**config.mk**
```make
export PLATFORM = sky130hd
export DESIGN_NAME = cbcfg_top
export DESIGN_NICKNAME = d
export VERILOG_FILES = /design/src/common/cbcfg_pkg.sv /design/src/hw/cbcfg_top.sv /design/src/hw/cbcfg_deglitch.sv /design/src/hw/cbcfg_hiccup.sv
export VERILOG_INCLUDE_DIRS = /design/src /design/src/common
export SDC_FILE = /design/constraint.sdc
export NUM_CORES = 1
export LEC_CHECK = 0
export ABC_CLOCK_PERIOD_IN_PS = 3100
export BUFFER_PORTS_ARGS = -buffer_cell sky130_fd_sc_hd__buf_2
export CAP_MARGIN = 40
export CORE_MARGIN = 2
export CORE_UTILIZATION = 59
export CTS_BUF_LIST = sky130_fd_sc_hd__clkbuf_8
export DETAILED_ROUTE_END_ITERATION = 10
export PLACE_DENSITY_LB_ADDON = 0.1
export REMOVE_ABC_BUFFERS = 1
export SLEW_MARGIN = 20
export SYNTH_ARGS = -nofsm -noshare
export SYNTH_HDL_FRONTEND = slang
export SYNTH_SLANG_ARGS = --single-unit
export TNS_END_PERCENT = 10
```
**constraint.sdc**
```tcl
create_clock -name I_CLOCK -period 3.1 [get_ports I_CLOCK]
set_clock_uncertainty 0.1 [all_clocks]
set_input_delay 0.31 -clock I_CLOCK [delete_from_list [all_inputs] [get_ports I_CLOCK]]
set_output_delay 0.31 -clock I_CLOCK [all_outputs]
set_load 0.05 [all_outputs]
```
**src/common/cbcfg_cfg.svh**
```systemverilog
/*
  Timing counts, register offsets, field positions and reset values for the
  converter supervision block. Assumes a 125 MHz core clock.
*/
`ifndef CBCFG_CFG_SVH
`define CBCFG_CFG_SVH
// =====================================================================
// Timing
`define CBCFG_CLK_MHZ          125
`define CBCFG_GLITCH_NS        1000
`define CBCFG_GLITCH_CYC       ((`CBCFG_GLITCH_NS * `CBCFG_CLK_MHZ + 999) / 1000)
`define CBCFG_HIC_ON_US        20
`define CBCFG_HIC_ON_CYC       (`CBCFG_HIC_ON_US * `CBCFG_CLK_MHZ)
`define CBCFG_HIC_OFF_US       2000
`define CBCFG_HIC_OFF_CYC      (`CBCFG_HIC_OFF_US * `CBCFG_CLK_MHZ)
`define CBCFG_TRIM_MAX         6'h3f
// =====================================================================
// Register map
`define CBCFG_ADDR_CTRL        8'h00
`define CBCFG_ADDR_STAT        8'h04
`define CBCFG_ADDR_FAULT       8'h08
`define CBCFG_CTRL_RUN_BIT     0
`define CBCFG_CTRL_RUN_RESET   1'b1
`define CBCFG_STAT_DIRNEG_BIT  4
`define CBCFG_STAT_LOCK_BIT    5
`define CBCFG_STAT_CFG_LSB     8
`define CBCFG_STAT_TRIM_LSB    16
`define CBCFG_FAULT_PIN_BIT    8
`endif

```
**src/common/cbcfg_pkg.sv**
```systemverilog
/*
  Shared types of the converter supervision block.
  Assumes nothing beyond a SystemVerilog compiler.
*/
`default_nettype none
package cbcfg_pkg;
  // =====================================================================
  // Main sequencer states
  typedef enum logic [2:0] {
    ST_OFF,
    ST_READ,
    ST_STANDBY,
    ST_SOFTSTART,
    ST_ACTIVE,
    ST_HICCUP,
    ST_THERMAL
  } cbcfg_state_type;

  // Decoded resistor-code settings
  typedef struct packed {
    logic spread;
    logic hiccup;
    logic psm15;
    logic ilim;
  } cbcfg_setting_type;

  // Monitored fault comparators
  typedef struct packed {
    logic thermal;
    logic fb_ov;
    logic out_ov;
    logic in_ov;
    logic boot_uv;
    logic pg_low;
  } cbcfg_fault_type;
endpackage
`default_nettype wire

```
**src/hw/cbcfg_top.sv**
```systemverilog
/*
  Supervision, configuration and protection logic of a four-switch
  buck-boost controller, with an APB register port.
  Assumes analog comparators deliver plain levels from outside the clock
  domain and that the resistor code arrives already digitised as 0..15.
*/
`include "cbcfg_cfg.svh"
`default_nettype none
// How it works
// - Resistor code sampled once at power-up
// - Settings held until enable or supply drop
// - Even codes spread; hiccup on codes 3,4,7,8...
// - Codes 9-16 pick 15 percent; limit per code
// - Direction latched at soft-start; then sync clock
// - Limit active lowers peak trim while over reference
// - Hiccup halts after sustained peak limiting
// - Hiccup off-time with discharge, then soft-start
// - On-time counted only after ramp finished
// - No hiccup: keep switching under peak limiting
// - Fault pin low while any fault active
// - Every fault input de-glitched before pin
// - Overtemperature stops, cooling resumes via sequencer
// - Feedback overvoltage only reported, keeps regulating
// - Feedback overvoltage masked in power-save
// - Feedback overvoltage and supply-ok masked in soft-start
// - Output overvoltage tri-states switch nodes
// - Input overvoltage disables forced switching mode
// - Feedback below supply-ok threshold pulls fault
// - Bootstrap undervoltage stops the converter
// - Soft-start discharged whenever converter disabled
module cbcfg_top
  import cbcfg_pkg::*;
#(
  parameter int unsigned HIC_ON_CYC  = `CBCFG_HIC_ON_CYC,
  parameter int unsigned HIC_OFF_CYC = `CBCFG_HIC_OFF_CYC
) (
  input  wire logic            I_CLOCK,
  input  wire logic            I_NRST,
  input  wire logic            I_PSEL,
  input  wire logic            I_PENABLE,
  input  wire logic            I_PWRITE,
  input  wire logic [7:0]      I_PADDR,
  input  wire logic [31:0]     I_PWDATA,
  output wire logic [31:0]     O_PRDATA,
  output wire logic            O_PREADY,
  output wire logic            O_PSLVERR,
  input  wire logic            I_ENABLE_UNDERVOLTAGE_INPUT,
  input  wire logic            I_VCC_OK,
  input  wire logic [3:0]      I_CFG_CODE,
  input  wire logic            I_SYNC,
  input  wire logic            I_PEAK_LIMIT,
  input  wire logic            I_AUX_OVER_REF,
  input  wire logic            I_SS_DONE,
  input  wire logic            I_POWER_SAVE_OPERATION,
  input  wire cbcfg_fault_type I_FAULTS,
  input  wire logic            I_FAULT_OPEN_DRAIN_IN,
  output wire logic            O_FAULT_OPEN_DRAIN_OUT,
  output wire logic            O_FAULT_OPEN_DRAIN_OE,
  output wire logic            O_SWITCH_EN,
  output wire logic            O_SWITCH_NODE_HIZ,
  output wire logic            O_SS_DISCHARGE,
  output wire logic            O_FORCED_SWITCHING_MODE,
  output wire logic            O_FORWARD_ONLY,
  output wire logic            O_SYNC_CLOCK_EN,
  output wire logic            O_DUAL_RANDOM_SPREAD,
  output wire logic            O_PSM_THRESH_15,
  output wire logic            O_ILIM_EN,
  output wire logic            O_ILIM_NEG,
  output wire logic [5:0]      O_PEAK_TRIM
);

  // =====================================================================
  // Pin synchronisers
  localparam int unsigned SW = 18;
  wire  [SW-1:0]     pins_w;
  logic [SW-1:0]     meta_q;
  logic [SW-1:0]     sync_q;
  wire               s_en;
  wire               s_vcc;
  wire               s_sync;
  wire               s_peak;
  wire               s_aux;
  wire               s_ssdone;
  wire               s_psm;
  wire  [3:0]        s_code;
  cbcfg_fault_type   s_flt;
  wire               s_fpin;

  assign pins_w = {I_ENABLE_UNDERVOLTAGE_INPUT, I_VCC_OK, I_SYNC, I_PEAK_LIMIT,
                   I_AUX_OVER_REF, I_SS_DONE, I_POWER_SAVE_OPERATION, I_CFG_CODE,
                   I_FAULTS, I_FAULT_OPEN_DRAIN_IN};
  assign {s_en, s_vcc, s_sync, s_peak, s_aux, s_ssdone, s_psm, s_code,
          s_flt, s_fpin} = sync_q;

  always_ff @(posedge I_CLOCK or negedge I_NRST) begin
    if (!I_NRST) begin
      meta_q <= 18'h00000;
      sync_q <= 18'h00000;
    end else begin
      meta_q <= pins_w;
      sync_q <= meta_q;
    end
  end

  // =====================================================================
  // APB slave: no wait states, read data captured in setup
  logic              run_q;
  logic [31:0]       prdata_q;
  wire               apb_setup_w = I_PSEL && !I_PENABLE;
  wire               apb_acc_w   = I_PSEL && I_PENABLE;
  wire               hit_ctrl_w  = I_PADDR == `CBCFG_ADDR_CTRL;
  wire               hit_stat_w  = I_PADDR == `CBCFG_ADDR_STAT;
  wire               hit_fault_w = I_PADDR == `CBCFG_ADDR_FAULT;
  wire               hit_w       = hit_ctrl_w || hit_stat_w || hit_fault_w;
  wire               ctrl_wr_w   = apb_acc_w && I_PWRITE && hit_ctrl_w;
  wire  [31:0]       ctrl_rd_w;
  wire  [31:0]       stat_rd_w;
  wire  [31:0]       fault_rd_w;
  wire  [31:0]       rd_w;

  assign rd_w = hit_ctrl_w  ? ctrl_rd_w :
                hit_stat_w  ? stat_rd_w :
                hit_fault_w ? fault_rd_w : 32'h0000_0000;
  assign O_PRDATA  = prdata_q;
  assign O_PREADY  = 1'b1;
  // Unmapped addresses answer with an error; writes to status are dropped
  assign O_PSLVERR = apb_acc_w && !hit_w;

  always_ff @(posedge I_CLOCK or negedge I_NRST) begin
    if (!I_NRST) begin
      prdata_q <= 32'h0000_0000;
      run_q    <= `CBCFG_CTRL_RUN_RESET;
    end else begin
      if (apb_setup_w) prdata_q <= rd_w;
      if (ctrl_wr_w) run_q <= I_PWDATA[`CBCFG_CTRL_RUN_BIT];
    end
  end

  // =====================================================================
  // Configuration latch and decode
  cbcfg_state_type   state_q;
  cbcfg_state_type   state_d;
  cbcfg_setting_type cfg_q;
  cbcfg_setting_type cfg_dec_w;
  wire               power_ok_w = s_en && s_vcc;
  wire               in_read_w  = state_q == ST_READ;

  // Code index n stands for resistor code n+1
  assign cfg_dec_w.spread = s_code[0];
  assign cfg_dec_w.hiccup = s_code[1];
  assign cfg_dec_w.psm15  = s_code[3];
  assign cfg_dec_w.ilim   = s_code[2];

  // Only the read state reloads, which is reached only through power-off
  always_ff @(posedge I_CLOCK or negedge I_NRST) begin
    if (!I_NRST) cfg_q <= '0;
    else if (in_read_w) cfg_q <= cfg_dec_w;
  end

  // =====================================================================
  // Current-limit direction strap
  logic              seen_high_q;
  logic              dir_neg_q;
  logic              lock_q;
  wire               ss_begin_w = state_q == ST_STANDBY && state_d == ST_SOFTSTART;

  // A sync clock shows at least one high sample, so any high means positive
  always_ff @(posedge I_CLOCK or negedge I_NRST) begin
    if (!I_NRST) begin
      seen_high_q <= 1'b0;
      dir_neg_q   <= 1'b0;
      lock_q      <= 1'b0;
    end else if (state_q == ST_OFF) begin
      seen_high_q <= 1'b0;
      lock_q      <= 1'b0;
    end else if (!lock_q) begin
      seen_high_q <= seen_high_q || s_sync;
      if (ss_begin_w) begin
        dir_neg_q <= !(seen_high_q || s_sync);
        lock_q    <= 1'b1;
      end
    end
  end

  // =====================================================================
  // Hiccup timers
  wire               hic_on_done_w;
  wire               hic_off_done_w;
  wire               hic_count_on_w  = state_q == ST_ACTIVE && cfg_q.hiccup && s_peak;
  wire               hic_count_off_w = state_q == ST_HICCUP;

  cbcfg_hiccup #(
    .ON_CYC  (HIC_ON_CYC),
    .OFF_CYC (HIC_OFF_CYC)
  ) u_hiccup (
    .i_clock     (I_CLOCK),
    .i_nrst      (I_NRST),
    .i_clear     (!power_ok_w),
    .i_count_on  (hic_count_on_w),
    .i_count_off (hic_count_off_w),
    .o_on_done   (hic_on_done_w),
    .o_off_done  (hic_off_done_w)
  );

  // =====================================================================
  // Main sequencer
  always_comb begin
    state_d = state_q;
    if (!power_ok_w) begin
      state_d = ST_OFF;
    end else begin
      case (state_q)
        ST_OFF: state_d = ST_READ;
        ST_READ: state_d = ST_STANDBY;
        ST_STANDBY: begin
          if (s_flt.thermal) state_d = ST_THERMAL;
          else if (run_q && !s_flt.boot_uv) state_d = ST_SOFTSTART;
        end
        ST_SOFTSTART, ST_ACTIVE: begin
          if (s_flt.thermal) state_d = ST_THERMAL;
          else if (s_flt.boot_uv || !run_q) state_d = ST_STANDBY;
          else if (state_q == ST_SOFTSTART && s_ssdone) state_d = ST_ACTIVE;
          else if (state_q == ST_ACTIVE && hic_on_done_w) state_d = ST_HICCUP;
        end
        ST_HICCUP: begin
          if (s_flt.thermal) state_d = ST_THERMAL;
          else if (hic_off_done_w) state_d = ST_STANDBY;
        end
        ST_THERMAL: if (!s_flt.thermal) state_d = ST_STANDBY;
        default: state_d = ST_OFF;
      endcase
    end
  end

  always_ff @(posedge I_CLOCK or negedge I_NRST) begin
    if (!I_NRST) state_q <= ST_OFF;
    else state_q <= state_d;
  end

  // =====================================================================
  // Peak-current trim, stepped on a slow enable
  logic [5:0]        div_q;
  logic [5:0]        trim_q;
  wire               tick_w   = &div_q;
  wire               lower_w  = cfg_q.ilim && s_aux;

  always_ff @(posedge I_CLOCK or negedge I_NRST) begin
    if (!I_NRST) begin
      div_q  <= 6'h00;
      trim_q <= `CBCFG_TRIM_MAX;
    end else begin
      div_q <= div_q + 6'h01;
      if (!cfg_q.ilim) trim_q <= `CBCFG_TRIM_MAX;
      else if (tick_w && lower_w && trim_q != 6'h00) trim_q <= trim_q - 6'h01;
      else if (tick_w && !lower_w && trim_q != `CBCFG_TRIM_MAX) trim_q <= trim_q + 6'h01;
    end
  end

  // =====================================================================
  // Fault filtering, masking and pin drive
  cbcfg_fault_type   clean_w;
  cbcfg_fault_type   masked_w;
  wire               in_ss_w = state_q == ST_SOFTSTART;
  wire               fault_any_w = |masked_w;

  cbcfg_deglitch u_deglitch (
    .i_clock (I_CLOCK),
    .i_nrst  (I_NRST),
    .i_raw   (s_flt),
    .o_clean (clean_w)
  );

  assign masked_w = {clean_w.thermal,
                     clean_w.fb_ov && !in_ss_w && !s_psm,
                     clean_w.out_ov,
                     clean_w.in_ov,
                     clean_w.boot_uv,
                     clean_w.pg_low && !in_ss_w};

  // =====================================================================
  // Registered outputs
  logic              sw_en_q;
  logic              ss_dis_q;
  logic              forced_switching_mode_q;
  logic              flt_oe_q;
  wire               run_next_w = state_d == ST_SOFTSTART || state_d == ST_ACTIVE;

  always_ff @(posedge I_CLOCK or negedge I_NRST) begin
    if (!I_NRST) begin
      sw_en_q  <= 1'b0;
      ss_dis_q <= 1'b1;
      forced_switching_mode_q   <= 1'b0;
      flt_oe_q <= 1'b0;
    end else begin
      sw_en_q  <= run_next_w && !s_flt.out_ov;
      ss_dis_q <= !run_next_w;
      forced_switching_mode_q   <= !s_flt.in_ov;
      flt_oe_q <= fault_any_w;
    end
  end

  assign O_FAULT_OPEN_DRAIN_OUT  = 1'b0;
  assign O_FAULT_OPEN_DRAIN_OE   = flt_oe_q;
  assign O_SWITCH_EN             = sw_en_q;
  assign O_SWITCH_NODE_HIZ       = !sw_en_q;
  assign O_SS_DISCHARGE          = ss_dis_q;
  assign O_FORCED_SWITCHING_MODE = forced_switching_mode_q;
  assign O_FORWARD_ONLY          = !forced_switching_mode_q;
  assign O_SYNC_CLOCK_EN         = lock_q;
  assign O_DUAL_RANDOM_SPREAD    = cfg_q.spread;
  assign O_PSM_THRESH_15         = cfg_q.psm15;
  assign O_ILIM_EN               = cfg_q.ilim;
  assign O_ILIM_NEG              = dir_neg_q;
  assign O_PEAK_TRIM             = trim_q;

  // =====================================================================
  // Register read views
  assign ctrl_rd_w  = 32'(run_q) << `CBCFG_CTRL_RUN_BIT;
  assign stat_rd_w  = 32'(state_q) | (32'(dir_neg_q) << `CBCFG_STAT_DIRNEG_BIT)
                    | (32'(lock_q) << `CBCFG_STAT_LOCK_BIT)
                    | (32'(cfg_q) << `CBCFG_STAT_CFG_LSB)
                    | (32'(trim_q) << `CBCFG_STAT_TRIM_LSB);
  assign fault_rd_w = 32'(masked_w) | (32'(s_fpin) << `CBCFG_FAULT_PIN_BIT);

  // =====================================================================
  // Checks
  localparam int REACT_MAX = 130;
endmodule
`default_nettype wire

```
**src/hw/cbcfg_deglitch.sv**
```systemverilog
/*
  Per-input de-glitch filter for the fault comparators.
  Assumes inputs are already synchronised to i_clock.
*/
`include "cbcfg_cfg.svh"
`default_nettype none
module cbcfg_deglitch
  import cbcfg_pkg::*;
(
  input  wire logic            i_clock,
  input  wire logic            i_nrst,
  input  wire cbcfg_fault_type i_raw,
  output wire cbcfg_fault_type o_clean
);
  localparam int unsigned NB   = $bits(cbcfg_fault_type);
  localparam logic [7:0]  LAST = 8'(`CBCFG_GLITCH_CYC - 1);

  wire  [NB-1:0] raw_w;
  wire  [NB-1:0] clean_w;

  assign raw_w   = i_raw;
  assign o_clean = clean_w;

  // =====================================================================
  // A level must stand for the full window before it is passed on
  genvar b;
  generate
    for (b = 0; b < NB; b++) begin : g_bit
      logic [7:0] cnt_q;
      logic       held_q;
      wire        differ_w = raw_w[b] != held_q;
      assign clean_w[b] = held_q;
      always_ff @(posedge i_clock or negedge i_nrst) begin
        if (!i_nrst) begin
          cnt_q  <= 8'h00;
          held_q <= 1'b0;
        end else if (!differ_w) begin
          cnt_q  <= 8'h00;
        end else if (cnt_q == LAST) begin
          cnt_q  <= 8'h00;
          held_q <= raw_w[b];
        end else begin
          cnt_q  <= cnt_q + 8'h01;
        end
      end
    end
  endgenerate
endmodule
`default_nettype wire

```
**src/hw/cbcfg_hiccup.sv**
```systemverilog
/*
  Hiccup on-time and off-time counters.
  Assumes the caller drops i_count_on as soon as the overload goes away.
*/
`default_nettype none
module cbcfg_hiccup #(
  parameter int unsigned ON_CYC  = 1,
  parameter int unsigned OFF_CYC = 1
) (
  input  wire logic i_clock,
  input  wire logic i_nrst,
  input  wire logic i_clear,
  input  wire logic i_count_on,
  input  wire logic i_count_off,
  output wire logic o_on_done,
  output wire logic o_off_done
);
  logic [17:0] on_q;
  logic [17:0] off_q;

  assign o_on_done  = on_q == 18'(ON_CYC);
  assign o_off_done = off_q == 18'(OFF_CYC - 1);

  // =====================================================================
  // Any break in the overload restarts the on-time measurement
  always_ff @(posedge i_clock or negedge i_nrst) begin
    if (!i_nrst) begin
      on_q <= 18'h00000;
    end else if (i_clear || !i_count_on) begin
      on_q <= 18'h00000;
    end else if (!o_on_done) begin
      on_q <= on_q + 18'h00001;
    end
  end

  always_ff @(posedge i_clock or negedge i_nrst) begin
    if (!i_nrst) begin
      off_q <= 18'h00000;
    end else if (i_clear || !i_count_off) begin
      off_q <= 18'h00000;
    end else if (!o_off_done) begin
      off_q <= off_q + 18'h00001;
    end
  end
endmodule
`default_nettype wire

```
# [Yosys cells after proc, flatten, opt, wreduce, memory -nomap -nowiden]
# Index checks and enable logic that the tools add are counted.
[op_classes] n_reduce_logical=57 eq_ne=29 bitwise=7 muxes=38 addsub=11
[ops] operator="$mux W32" count=3
[ops] operator="$mux W8" count=12
[ops] operator="$mux W18" count=4
[ops] operator="$add A8 B1 Y8 const B" count=6
[ops] operator="$eq A8 B7 Y1 const B" count=6
[ops] operator="$add A18 B1 Y18 const B" count=2
[ops] operator="$mux W3" count=10
[ops] operator="$or A12 B22 Y22" count=1
[ops] operator="$logic_and A1 B1 Y1" count=21
[ops] operator="$eq A18 B12 Y1 const B" count=1
[ops] operator="$eq A18 B18 Y1 const B" count=1
[ops] operator="$mux W6" count=3
[ops] operator="$pmux W3 S6" count=1
[ops] operator="$logic_not A1 Y1" count=16
[ops] operator="$add A6 B1 Y6 const B" count=2
[ops] operator="$eq A3 B3 Y1 const B" count=4
[ops] operator="$or A6 B12 Y12" count=1
[ops] operator="$reduce_and A2 Y1" count=6
[ops] operator="$eq A3 B2 Y1 const B" count=3
[ops] operator="$or A6 B9 Y9" count=1
[ops] operator="$eq A8 B3 Y1 const B" count=1
[ops] operator="$eq A8 B4 Y1 const B" count=1
[ops] operator="$logic_not A8 Y1" count=1
[ops] operator="$logic_or A1 B1 Y1" count=7
[ops] operator="16 further kinds" count=28
[totals] wordCells=174 input_bits=63 ff_bits=185 output_inout_bits=52

# [Longest topological paths before layout]
[logic_depth] word_depth=13 ltp_mapped=12 ltp_nobuf=12

# [Modules after synthesis]
# Synthesis repeated with hierarchy kept, for this count alone.
[hier_totals] cells_unflattened=744 hier_area_um2=7982.7
[by_module_without_submodules] module="cbcfg_top" instances=1 seq_area_each_um2=1986.9 cells_per_inst=269 area_per_inst_um2=3238.1
[by_module_without_submodules] module="cbcfg_deglitch" instances=1 seq_area_each_um2=1351.3 cells_per_inst=266 area_per_inst_um2=2801.4
[by_module_without_submodules] module="cbcfg_hiccup" instances=1 seq_area_each_um2=900.9 cells_per_inst=209 area_per_inst_um2=1943.1

# [Worst setup path after synthesis]
# Ideal clock, no wire load.
[synth_path] path_type="register to register" start="register cfg_q, in the netlist O_ILIM_EN" end="register trim_q[5] (netlist: O_PEAK_TRIM[5])" arrival_time_ps=2836 path_buffers=1 slack_ps=100 setup_ps=64 path_stages_with_launch=12 required_ps=2936 cell_sequence="dfrtp_1 -> buf_1 -> nand2_1 -> or3_2 -> inv_1 -> ha_1 -> a211oi_1 -> o21bai_1 -> a21oi_1 -> xnor2_1 -> or3_1 -> nand3_1"
[synth_between] elab_chain_len=5
[synth_rtl] element="from (decl)" line="cbcfg_top.sv:143" text="cbcfg_setting_type cfg_q;"
[synth_rtl] element="from (signal assigned)" line="cbcfg_top.sv:157" text="else if (in_read_w) cfg_q <= cfg_dec_w;"
[synth_rtl] element="$logic_and A1 B1 Y1" line="cbcfg_top.sv:245" text="wire lower_w = cfg_q.ilim && s_aux;"
[synth_rtl] element="$logic_not A1 Y1 or $logic_and A1 B1 Y1 (tied branches)" line="cbcfg_top.sv:255, cbcfg_top.sv:254"
[synth_rtl] element="$logic_and A1 B1 Y1 (on tied branches)" line="cbcfg_top.sv:255, cbcfg_top.sv:254"
[synth_rtl] element="$logic_and A1 B1 Y1 (no line) or $mux W6 (tied branches)"
[synth_rtl] element="$ne A3 B1 Y1 (no line) or $mux W6 (tied branches)"
[synth_rtl] element="to (signal assigned)" line="cbcfg_top.sv:253" text="if (!cfg_q.ilim) trim_q <= `CBCFG_TRIM_MAX;"
[synth_rtl] element="to (signal assigned)" line="cbcfg_top.sv:254" text="else if (tick_w && lower_w && trim_q != 6'h00) trim_q <= trim_q - 6'h01;"
[synth_rtl] element="to (signal assigned)" line="cbcfg_top.sv:255" text="else if (tick_w && !lower_w && trim_q != `CBCFG_TRIM_MAX) trim_q <= trim_q + 6'h01;"
[synth_rtl] element="to (decl)" line="cbcfg_top.sv:243" text="logic [5:0] trim_q;"
# Parallel ways exist; a longest one is shown, timed or not.
# A chain may end at the register's enable or synchronous reset.

# [Worst setup path in the final report]
[layout_path] start="register trim_q[4] (netlist: O_PEAK_TRIM[4])" end="register trim_q[5] (netlist: O_PEAK_TRIM[5])"
[layout_between] elab_chain_len=4
[layout_rtl] element="from (signal assigned)" line="cbcfg_top.sv:250" text="trim_q <= `CBCFG_TRIM_MAX;"
[layout_rtl] element="from (signal assigned)" line="cbcfg_top.sv:253"
[layout_rtl] element="from (signal assigned)" line="cbcfg_top.sv:254"
[layout_rtl] element="$add A6 B1 Y6 or $reduce_bool A6 Y1 (tied branches)" line="cbcfg_top.sv:255, cbcfg_top.sv:254"
[layout_rtl] element="$mux W6 or $logic_and A1 B1 Y1 (tied branches)" line="cbcfg_top.sv:255, cbcfg_top.sv:254"
[layout_rtl] element="$mux W6" line="cbcfg_top.sv:254"
[layout_rtl] element="$mux W6" line="cbcfg_top.sv:253"
# Parallel ways exist; a longest one is shown, timed or not. The select of a mux whose other input is x is not followed.

==> results.json <==
{
  "p_leak_nw": 3.89,
  "synth_area_um2": 7600,
  "hold_violations": 0,
  "viasPerCell": 5.28,
  "drt_iter0_drc": 406,
  "arrival_ns": 3.20,
  "crit_fanout": 6,
  "grt_remaining_overflow": 0,
  "grt_pass1_wl_um": 24700,
  "cp_slowest_stage_delay_ns": 0.55,
  "ys_seq_elements": 169,
  "run_status": "complete, no violations",
  "die_w_um": 117,
  "peakVddDrop_v": 0.000376,
  "nNetsFinal": 897,
  "post-cts-setup-buffers": 0,
  "cts.sinks": 169,
  "gp_congestion": 0.868,
  "ys_types": 60,
  "cpMaxStageDelayCell": "or4_1",
  "start_util": 0.602,
  "clock_latency_ns": 0.45,
  "ys_async_sr_fraction": 1.00,
  "avgSynthCellArea_um2": 10.5,
  "synth_cells": 721,
  "slew_headroom": 0.456,
  "whs_ns": 0.189,
  "htreeDepth": 4,
  "die_h_um": 117,
  "placed_cell_area_um2": 8040,
  "n_antenna_cell": 0,
  "cts_buffer_depth": 2,
  "drv_cap": 0,
  "critPathKind": "flop to flop",
  "drc": 0,
  "io_buffer_count": 65,
  "drive_above_1_share": 0.165,
  "postRouteAntennaNets": 0,
  "end_kind": "flop",
  "setup_viol": 0,
  "max_freq_mhz": 343,
  "vias": 5269,
  "hold_class": "primary input to flop",
  "io_pins": 115,
  "finalSetupTns_ns": 0,
  "dp_hpwl_um": 9790,
  "syn_to_final_growth_pct": 13.4,
  "tightest_slew_ns": 0.809,
  "clk_pin_slew_ns": 0.08,
  "p_per_area_nw_per_um2": 474,
  "cts_buffers": 17,
  "drtPass1Iterations": 4,
  "rows": 41,
  "grt_pass1_vias": 5247,
  "rsz0062_at_grt": "no",
  "fin_crit_sh": 0.940,
  "final_util": 0.683,
  "synth_edf_count": 0,
  "grt_max_degree": 64,
  "drv_slew": 0,
  "core_area_um2": 12600,
  "wl_um": 14100,
  "antenna_found_initial": 0,
  "cp_cell_sequence": "or4_1 > nor3_2 > or3_4 > inv_2 > ha_1 > a211oi_2 > o21bai_1 > a21oi_1 > xnor2_1 > or3_1 > nand3_1",
  "synth-seq-area-share": 0.558,
  "die-area_um2": 13800,
  "cts_tree": "built",
  "finalInstanceArea_um2": 8620,
  "synth_ff_type": "dfrtp_1",
  "start_kind": "flop",
  "routedWlPerCell_um": 14.1,
  "yosys_warnings": 0,
  "period_needed_ns": 2.91,
  "cp.required_ns": 3.39,
  "root_buffer": "clkbuf_8",
  "track_usage": 0.221
}
[critical path: cells and delay by family, from the launching register on]
family / cells / cell delay (ns)
fa+ha+maj: 1 / 0.30
buf+inv: 1 / 0.06
flops: 1 / 0.41
simple gates: 5 / 1.33
compound gates: 3 / 0.57
xor+xnor: 1 / 0.10
[logic make-up (layout without fill, tap and decap cells)]
group / Yosys count / after routing / synth area share
DFF: 169 / 169 / 0.558
other: 2 / 18 / 0.000988
adders and majority gates: 21 / 21 / 0.0356
AOI/OAI and AO/OA: 73 / 73 / 0.0588
muxes: 15 / 15 / 0.0217
and+or+nand+nor: 305 / 305 / 0.197
buffers and inverters: 63 / 152 / 0.0441
xor gates and xnor gates: 73 / 73 / 0.0841
[repair_timing]
action | in CTS | in global routing
gates resized for setup | 0 | 4
hold buffers | 20 | 0
hold endpoints to repair | 77 | 0
setup endpoints to repair | 0 | 1
[routing by layer]
| metal | track usage | part of all wire |
|---|---|---|
| met1 | 0.295 | 0.46 |
| met2 | 0.362 | 0.50 |
| met4 | 0.0693 | 0.014 |
| met3 | 0.0528 | 0.031 |
| met5 | 0 | 0 |
[where the power goes]
group	internal [W]	switching (W)	total [W]
combinational	0.000110	0.000245	0.000355
sequential	0.00227	0.0000575	0.00233
clock	0.000602	0.000803	0.00141
[synth_stat cells (all sizes together), types with 11 or more instances]
master  number  area [µm²]
mux2        12         135
a21oi       15        75.1
inv         25        93.8
or3         11        70.1
nor2        96         360
xor2        48         420
o21ai       28         140
xnor2       25         219
and3        14        87.6
nand3       47         235
buf         33         223
dfrtp      161        4030
ha          20         250
nand2       69         259
nor3        15        80.1
[registers in the layout, indices dropped and copies added (netlist names), 3 cells and up]
register                 count
u_deglitch.g_bit.cnt_q      48
u_hiccup.off_q              18
u_hiccup.on_q               18
sync_q                      18
u_deglitch.g_bit.held_q      6
meta_q                      18
O_PRDATA                    16
O_PEAK_TRIM                  6
div_q                        6
state_q                      3
[layout make-up]
cell class                      instances  area (µm²)
Timing Repair Buffer                   95         618
Sequential cell                       169        4240
Fill cell                             972        4000
Clock inverter                         13        96.3
Clock buffer                           19         262
Inverter                               25        93.8
Multi-Input combinational cell        505        3090
Tap cell                              172         215
[stage by stage]
step                      cells  power (W)  worst slack (ns)
after CTS                   996    0.00412            0.0206
final                       998    0.00409             0.187
after global routing        998    0.00427           0.00356
after global placement      943    0.00269             0.121
after detailed placement    944    0.00271            0.0488
after floorplan             699    0.00256             0.180
[worst paths after layout]
check,startpoint,endpoint,slack [ns],cells after the start
worst max-delay path,O_PEAK_TRIM[4],O_PEAK_TRIM[5],0.19,11
worst min-delay path,I_PADDR[3],O_PRDATA[0],0.19,3
worst max register to register,O_PEAK_TRIM[4],O_PEAK_TRIM[5],0.19,11
worst min register to register,meta_q[14],sync_q[14],0.25,0
max in group asynchronous,I_NRST,O_PEAK_TRIM[3],1.81,3
min in group asynchronous,I_NRST,u_deglitch.g_bit[4].cnt_q[6],0.31,2
[cells in the final DEF, fill, tap and decap left out, drive strengths merged, types with 3 or more instances in the layout]
cell and n:
nor3 15, nor4 9, nand3 47, and2 9, clkinv 8, nand2 69, dfrtp 161, nand2b 4
nand4 6, o21ai 28, or2 5, clkbuf 20, o21bai 4, a22oi 4, inv 28, nor3b 4
mux2 12, dlygate4sd3 20, conb 18, ha 20, nand3b 4, or3 11, o31ai 4, mux2i 3
nor4b 4, a21oi 15, o211ai 4, xnor2 25, dfstp 8, and3 14, xor2 48, buf 74
nor2 96, nor2b 3
Power figures use the tool's default switching activity.
